===== config.mk =====
export PLATFORM = sky130hd
export DESIGN_NAME = pfd_top
export DESIGN_NICKNAME = d
export VERILOG_FILES = /design/src/core/pfd_pkg.sv /design/src/core/pfd_sync.sv /design/src/core/pfd_top.sv
export VERILOG_INCLUDE_DIRS = /design/src /design/src/core
export SDC_FILE = /design/constraint.sdc
export NUM_CORES = 1
export LEC_CHECK = 0
export BUFFER_PORTS_ARGS = -buffer_cell sky130_fd_sc_hd__buf_2
export CAP_MARGIN = 20
export CORE_MARGIN = 10
export CORE_UTILIZATION = 36
export CTS_CLUSTER_DIAMETER = 100
export DETAILED_ROUTE_END_ITERATION = 10
export PLACE_DENSITY_LB_ADDON = 0.05
export SLEW_MARGIN = 25
export SYNTH_ARGS = -nofsm -noshare
export SYNTH_HDL_FRONTEND = slang
export SYNTH_SLANG_ARGS = --single-unit

===== constraint.sdc =====
create_clock -name SYS_CLK -period 2.39 [get_ports SYS_CLK]
set_input_delay 0.478 -clock SYS_CLK [delete_from_list [all_inputs] [get_ports SYS_CLK]]
set_output_delay 0.478 -clock SYS_CLK [all_outputs]
set_load 0.05 [all_outputs]

===== src/core/pfd_regs.svh =====
// Purpose: constants for the power failure detector
// Assumes: 125 MHz system clock
// Notes: none
// Overview of operation
// Power-on clear sets the carry disable flip-flop.
// A read of the timer carry flag clears the carry disable flip-flop.
// While carry disable is set, set pulses cannot set the timer carry flag.
// After power-on the flag starts cleared and stays unsettable until first read.
// After that first read, each rising edge of the set pulse sets the flag.
// Reading the flag clears it, so a pending carry is consumed.
// Firmware tests the flag at reset: zero means power failure, one means chip-enable reset.
// On power failure firmware initialises data memory and output ports.
// Firmware reads the flag before the next set pulse edge after starting at address zero.
// Firmware finishes clock update before the next set pulse edge.
// Firmware finishes failure detection and initialisation within one set period.
// After power-on or chip-enable rise from clock-stop, oscillation starts then a forced halt of about 125 ms.
// Chip-enable rising during clock update causes a chip-enable reset that aborts it.
// Power-on reset starts execution at address zero.
// After chip-enable rises, the program restarts at address zero on the next set pulse edge.
// A stop with chip-enable low enters clock-stop; chip-enable rising later restarts via chip-enable reset.
`ifndef PFD_REGS_SVH
`define PFD_REGS_SVH
`define PFD_HALT_MS 125
`define PFD_CLK_MHZ 125
`define PFD_HALT_CYC (`PFD_HALT_MS * 1000 * `PFD_CLK_MHZ)
`define PFD_RESET_VEC 11'h000
`define PFD_DIS_RST 1'b1
`define PFD_FLAG_RST 1'b0
`endif


===== src/core/pfd_pkg.sv =====
// Purpose: types for the power failure detector
// Assumes: nothing
// Notes: none
package pfd_pkg;
    typedef enum logic [2:0] {
        PFD_ST_OFF = 3'b000,
        PFD_ST_HALT = 3'b001,
        PFD_ST_RUN = 3'b010,
        PFD_ST_STOP = 3'b011,
        PFD_ST_CEWAIT = 3'b100
    } pfd_state_t;
    typedef struct packed {
        logic run;
        logic osc_en;
        logic cpu_reset;
        logic [10:0] start_addr;
    } pfd_ctl_t;
endpackage : pfd_pkg


===== src/core/pfd_sync.sv =====
// Purpose: two-stage synchroniser for pin inputs
// Assumes: single clock
// Notes: first stage is read only by the second
`timescale 1ns/100ps
module pfd_sync #(
    parameter int W = 1
) (
    input wire logic clk,
    input wire logic rst,
    input wire logic [W-1:0] d,
    output logic [W-1:0] q
);
    if (W < 1) begin : g_bad_width
        $error("W must be at least 1");
    end

    logic [W-1:0] s1_r;
    logic [W-1:0] s1_nxt;
    logic [W-1:0] q_nxt;
    always_comb begin
        s1_nxt = d;
        q_nxt = s1_r;
    end
    always_ff @(posedge clk) begin
        if (rst) begin
            s1_r <= '0;
            q <= '0;
        end else begin
            s1_r <= s1_nxt;
            q <= q_nxt;
        end
    end
endmodule : pfd_sync


===== src/core/pfd_top.sv =====
// Purpose: carry flag power failure detection and reset start control
// Assumes: RST is the power-on clear, CE and set pulse are pins
// Notes: forced halt count is a parameter for short simulation
`timescale 1ns/100ps
`include "pfd_regs.svh"
module pfd_top #(
    parameter int HALT_CYC = `PFD_HALT_CYC
) (
    input wire logic SYS_CLK,
    input wire logic RST,
    input wire logic CE,
    input wire logic SET_PULSE,
    input wire logic FLAG_RD,
    input wire logic STOP_REQ,
    input wire logic CLK_UPDATE,
    output logic TIMER_CARRY_FLAG,
    output logic CARRY_DISABLE,
    output pfd_pkg::pfd_ctl_t CTL,
    output logic CE_ABORT
);
    // the halt counter needs room for a first and a last cycle
    if (HALT_CYC < 2) begin : g_bad_halt
        $error("HALT_CYC too small");
    end

    logic ce_s;
    logic sp_s;
    pfd_sync #(.W(2)) u_sync (
        .clk(SYS_CLK),
        .rst(RST),
        .d({CE, SET_PULSE}),
        .q({ce_s, sp_s})
    );

    logic ce_d_r, ce_d_nxt, sp_d_r, sp_d_nxt;
    logic ce_rise, sp_rise;
    assign ce_rise = ce_s & ~ce_d_r;
    assign sp_rise = sp_s & ~sp_d_r;

    // flag and disable flip-flop
    logic flag_r, flag_nxt, dis_r, dis_nxt;
    logic flag_read;
    always_comb begin
        dis_nxt = dis_r;
        flag_nxt = flag_r;
        if (flag_read) begin
            dis_nxt = 1'b0;
            flag_nxt = 1'b0;
        end
        // set wins over the read clear, keeping the carry
        if (sp_rise && !dis_r) flag_nxt = 1'b1;
    end

    // reset and start sequencing
    pfd_pkg::pfd_state_t st_r, st_nxt;
    logic [31:0] cnt_r, cnt_nxt;
    logic rst_pulse_r, rst_pulse_nxt;
    logic abort_r, abort_nxt;
    pfd_pkg::pfd_ctl_t ctl_r, ctl_nxt;
    assign flag_read = FLAG_RD && (st_r == pfd_pkg::PFD_ST_RUN);
    always_comb begin
        st_nxt = st_r;
        cnt_nxt = cnt_r;
        rst_pulse_nxt = 1'b0;
        abort_nxt = 1'b0;
        ce_d_nxt = ce_s;
        sp_d_nxt = sp_s;
        unique case (st_r)
            pfd_pkg::PFD_ST_OFF: begin
                st_nxt = pfd_pkg::PFD_ST_HALT;
                cnt_nxt = '0;
            end
            pfd_pkg::PFD_ST_HALT: begin
                // halt runs fixed length; a ce rise here is covered by it
                if (cnt_r == 32'(HALT_CYC - 1)) begin
                    st_nxt = pfd_pkg::PFD_ST_RUN;
                    rst_pulse_nxt = 1'b1;
                end else begin
                    cnt_nxt = cnt_r + 32'h1;
                end
            end
            pfd_pkg::PFD_ST_RUN: begin
                if (ce_rise) begin
                    st_nxt = pfd_pkg::PFD_ST_CEWAIT;
                    abort_nxt = CLK_UPDATE;
                end else if (STOP_REQ && !ce_s) begin
                    st_nxt = pfd_pkg::PFD_ST_STOP;
                end
            end
            pfd_pkg::PFD_ST_STOP: begin
                if (ce_rise) begin
                    st_nxt = pfd_pkg::PFD_ST_OFF;
                end
            end
            pfd_pkg::PFD_ST_CEWAIT: begin
                if (sp_rise) begin
                    st_nxt = pfd_pkg::PFD_ST_RUN;
                    rst_pulse_nxt = 1'b1;
                end
            end
            default: st_nxt = pfd_pkg::PFD_ST_OFF;
        endcase
        // decoded from the next state so the outputs leave a register
        ctl_nxt.run = (st_nxt == pfd_pkg::PFD_ST_RUN);
        ctl_nxt.osc_en = (st_nxt != pfd_pkg::PFD_ST_STOP);
        ctl_nxt.cpu_reset = rst_pulse_nxt || (st_nxt != pfd_pkg::PFD_ST_RUN);
        ctl_nxt.start_addr = `PFD_RESET_VEC;
    end

    always_ff @(posedge SYS_CLK) begin
        if (RST) begin
            dis_r <= `PFD_DIS_RST;
            flag_r <= `PFD_FLAG_RST;
            st_r <= pfd_pkg::PFD_ST_OFF;
            cnt_r <= '0;
            rst_pulse_r <= 1'b0;
            abort_r <= 1'b0;
            ce_d_r <= 1'b0;
            sp_d_r <= 1'b0;
            ctl_r <= '{run: 1'b0, osc_en: 1'b1, cpu_reset: 1'b1, start_addr: `PFD_RESET_VEC};
        end else begin
            dis_r <= dis_nxt;
            flag_r <= flag_nxt;
            st_r <= st_nxt;
            cnt_r <= cnt_nxt;
            rst_pulse_r <= rst_pulse_nxt;
            abort_r <= abort_nxt;
            ce_d_r <= ce_d_nxt;
            sp_d_r <= sp_d_nxt;
            ctl_r <= ctl_nxt;
        end
    end

    assign TIMER_CARRY_FLAG = flag_r;
    assign CARRY_DISABLE = dis_r;
    assign CE_ABORT = abort_r;
    assign CTL = ctl_r;
endmodule : pfd_top


Word-level counts from Yosys, hierarchy flattened. Index checks and enable logic that the tools add are counted.

Flip-flop bits (word level): 58. Latch bits: 0. Bits in writable memories: 0. ROM bits: 0. Input port bits: 7. Output and inout port bits: 17. Word-level logic and storage cells: 53. Memories: 0.

Add/sub/neg operators: 1. $mul: 0. Divide/modulo/power cells: 0. Order comparisons: 0. Equal/unequal tests: 9. Shift operators: 0. Multiplexer cells: 13. Bitwise logic cells: 6. Reduce and logical (&&, ||, !) cells: 11.

Operator list (number): $pmux 32 s2 (1); $add 32x1->32 const B (1); $eq 32x24->1 const B (1); $mux 32 (1); $mux 3 (5); $pmux 3 s5 (1); $eq 3x2->1 const B (3); $ne 3x2->1 const B (2); $mux 1 (4); $not 1->1 (4); $reduce_bool 2->1 (2); $eq 3x1->1 const B (1); $eq 3x3->1 const B (1); $logic_and 1x1->1 (3); $logic_not 3->1 (1); $reduce_or 3->1 (1); $and 1x1->1 (2); $logic_not 1->1 (2); $ne 2x2->1 const B (1); $pmux 1 s2 (1); $reduce_and 2->1 (1); $logic_or 1x1->1 (1).

Logic depth before layout (Yosys ltp).
Depth after elaboration: 7. Gate-level depth with buffers: 8. Gate-level depth less buffers: 6.

By module. Synthesis repeated with hierarchy kept, for this count alone.

Cell total of the unflattened synthesis: 261. Area, all modules: 2200.9 um^2.

By module, submodules not included: pfd_top (instances 1, cells an instance 253, area an instance 2095.8 um^2, seq. area each 860.8 um^2); pfd_sync (instances 1, cells an instance 8, area an instance 105.1 um^2, seq. area each 80.1 um^2).

Least setup slack after synthesis. Ideal clock, no wire load.

Path kind: flip-flop to flip-flop. Start: register cnt_r[0]. End: register cnt_r[28]. Library setup time: 0.116 ns. Arrival: 1.778 ns. Required time: 2.274 ns. Path slack: 0.496 ns. Stages on the path, launching flop included: 7. Path buffers: 0. Clock period less this slack: 1.894 ns. Cell sequence: dfxtp_1 -> ha_1 -> nand2_1 -> or4_1 -> nor3_4 -> a21oi_1 -> a31o_2.

Longest elaborated chain between the ends: 3. Elaborated cells between the ends (all ways): 6. Classes of those cells: 1 x add/sub; 2 x eq/ne; 2 x mux; 1 x reduce/logical.

RTL lines: start, declared (RTL line pfd_top.sv:56) `logic [31:0] cnt_r, cnt_nxt;`; start signal, assigned (RTL line pfd_top.sv:125) `cnt_r <= cnt_nxt;`; $add 32x1->32 / $eq 32x24->1 (equally long branches) (RTL line pfd_top.sv:79, pfd_top.sv:75); $mux 32 / $ne 2x2->1 (equally long branches); $pmux 32 s2 / $reduce_and 2->1 (equally long branches).

Several ways; a longest one is shown, not always the timed one. The select of a mux whose other input is x is not followed. A chain may end at the register's enable or synchronous reset.

Final worst setup path. Same ends and word-level chain as after synthesis.

==> results.md <==
* Clk Latency, worst-skew pair at 0.30 ns
* Clock-pin transition on the worst setup and hold timing paths at 0.09 ns
* Routability congestion estimate at 0.788
* Critical R2R Capture: cnt_r[28]
* Worst r2r path cells at 6
* PD cells at 559 mW/mm2
* FILL cells at 660
* Antenna Nets Post-Route at 0
* Die Width at 102 um
* Core area at 0.00642 mm2
* Number of buffers added on ports at 12
* Die ar. at 0.0104 mm2
* Worst Hold Depth at 2
* Crit-path max cell delay at 0.62 ns
* Final Non-Filler Cells at 370
* Iter 0 DRT Violations at 129
* H-tree Lvls at 2
* Setup ws final at 0.217 ns
* Register area share after synthesis at 39.1%
* Chip Height at 102 um
* GRT Util Overall at 11.6%
* Vias in the first global route at 1859
* Dpl ws at 0.263 ns
* Data arrival time of the worst path at 2.37 ns
* FMAX at 460 MHz
* Total Power at 1.47 mW
* Tcrit/Tclk final at 90.9%
* Clock skew at 0.00537 ns
* Crit path launch type: register
* Total CTS buffers at 5
* Layout cells sized above 1 at 15.0%
* Initial antenna violation count at 0
* Via count at 1944
* Syn avg cell area at 8.63 um2
* Clk root buf: clkbuf_8
* Top post-synthesis cells by area: dfxtp_1, nor2_1, nand2_1
* Final Hold Fails at 0
* Area share of the largest cell type after synthesis at 39.1%
* Initial core utilization at 37.5%
* Main synth FF type: dfxtp_1
* DRC violations left at 0
* Setup-failing EPs final at 0
* Inserted Diodes at 0
* Required time worst endpoint at 2.58 ns
* Post-CTS sizing at 0
* Peak VDD IR at 304 uV
* Placed Area at 0.00252 mm2
* Dominant cell type by area after synthesis: dfxtp_1
* CP max stage cell: or4_1
* Status: finished, final reports clean
* Final instance area at 0.00263 mm2
* Post-synthesis cell area at 0.00241 mm2
* Detailed Route WL at 5730 um
* Hold Crit Start: SET_PULSE
* CTS tree: built
* Hold endpoint: u_sync.q_nxt[0]
* Fin Hold WS at 0.386 ns
* First-pass GRT wire length at 9720 um
* CP Capture Type: register
* Pre-antenna DRT Iters at 4
* Placed cells at 362
* Final Critical Period at 2.17 ns
* Worst R2R Setup Slack at 0.22 ns
* Fin. max-slew vios at 0
* Area grow syn2layout at 9.30%
* Layout net count at 300
* Postcts setup bufs at 0
* Largest net degree at the start of global routing at 18
* Static Leak at 0.934 nW
* Path type of the worst min-delay path: in -> reg
* Max-Cap Viols at 0
* Routed WL per cell at 15.5 um
* Std cell rows at 29
* Yosys cell types at 47
* Vias/cell at 5.25
* HPWL after DPL at 4280 um
* Setup_tns at 0 ns
* Number of flops mapped to enable cells by yosys at 0
* Ys async rst share at 0%
* Cells along the critical path: ha_1, nand2_1, or4_1, nor3_4, a21oi_1, a31o_2
* Total grt overflow at 0
* RSZ-0062 raised after global routing: no
* Hold buffer count at cts at 0
* RR Startpoint: cnt_r[0]
* Post-synthesis register bit count at 47
* CTS sink cnt at 47
* I/O pin count at 24
* Synth Instances at 279
* Final core occ at 41.0%
* Ys Warns at 0
* Critical path class: reg -> reg
* Crit-path max FO at 6
* Clock Path Buffers at 2
flip-flops by register name (all words and copies together), names as in the netlist:
name and cells:
cnt_r 32, TIMER_CARRY_FLAG 1, u_sync.q 2, CTL 3, st_r 3, ce_d_r 1
u_sync.q_nxt 2, CARRY_DISABLE 1, CE_ABORT 1, sp_d_r 1
cell families after synthesis:
family	share of synthesized area, %
muxes	2.08
adders and majority gates	0.520
and+or+nand+nor	36.9
DFF	39.1
AOI/OAI and AO/OA	8.37
buffers and inverters	7.48
other	0.156
xor gates and xnor gates	5.46
power breakdown:
part	total [mW]	switching, mW	internal, mW
clock	0.592	0.280	0.312
combinational	0.0841	0.0659	0.0183
sequential	0.794	0.00524	0.789
total	1.47	0.351	1.12
cell type report:
type | instances | area, um2 | area share (%)
clock inverters | 3 | 43.8 | 1.66
well taps | 77 | 96.3 | 3.66
flip-flops and latches | 47 | 941 | 35.8
clock buffers | 5 | 68.8 | 2.62
repair buffers | 22 | 135 | 5.14
inverters | 6 | 22.5 | 0.856
multi-input cells | 210 | 1320 | 50.3
layer usage:
| metal | routed length, um | global-route usage (%) |
|---|---|---|
| met3 | 260 | 2.65 |
| met5 | 0 | 0 |
| met2 | 2540 | 17.5 |
| met1 | 2870 | 15.9 |
| met4 | 59 | 3.41 |
how the worst max path moves through the flow:
stage	startpoint	to	slack (ns)
4_1_cts	cnt_r[0]	cnt_r[28]	0.24
2_1_floorplan	cnt_r[0]	cnt_r[28]	0.50
5_1_grt	cnt_r[0]	cnt_r[28]	0.004
3_5_place_dp	cnt_r[0]	cnt_r[28]	0.26
6_report	cnt_r[0]	cnt_r[28]	0.22
3_3_place_gp	cnt_r[0]	cnt_r[30]	0.30
cell usage after synthesis, types with 4 or more instances:
cell type  count
dfxtp_1       47
nor2_1        31
nand2_1       26
nand4_1       12
buf_4         11
a21oi_1       10
clkbuf_1      10
nor2b_1        9
or3_1          9
xnor2_1        9
and3_1         8
o21ai_0        8
nand3_1        7
nor4_1         7
inv_1          6
xor2_1         6
mux2i_1        5
nor4b_1        5
nor4bb_1       5
a31oi_1        4
worst max-delay path: cells and delay by family, from the launching register on:
family                   cells  cell delay [ns]
AO/OA/AOI/OAI                2             0.33
flip-flops                   1             0.39
AND/OR/NAND/NOR              3             1.08
adder cells (fa/ha/maj)      1             0.27
cells in the final DEF (no fill, tap or decap), types with 7 or more instances in the layout:
cell	Yosys	routed
a21oi_1	10	10
and3_1	8	8
buf_2	3	12
buf_4	11	10
conb_1	1	11
dfxtp_1	47	47
nand2_1	26	26
nand3_1	7	7
nand4_1	12	12
nor2_1	31	31
nor2b_1	9	9
nor4_1	7	7
o21ai_0	8	8
or3_1	9	9
xnor2_1	9	9
Power figures use the tool's default switching activity.
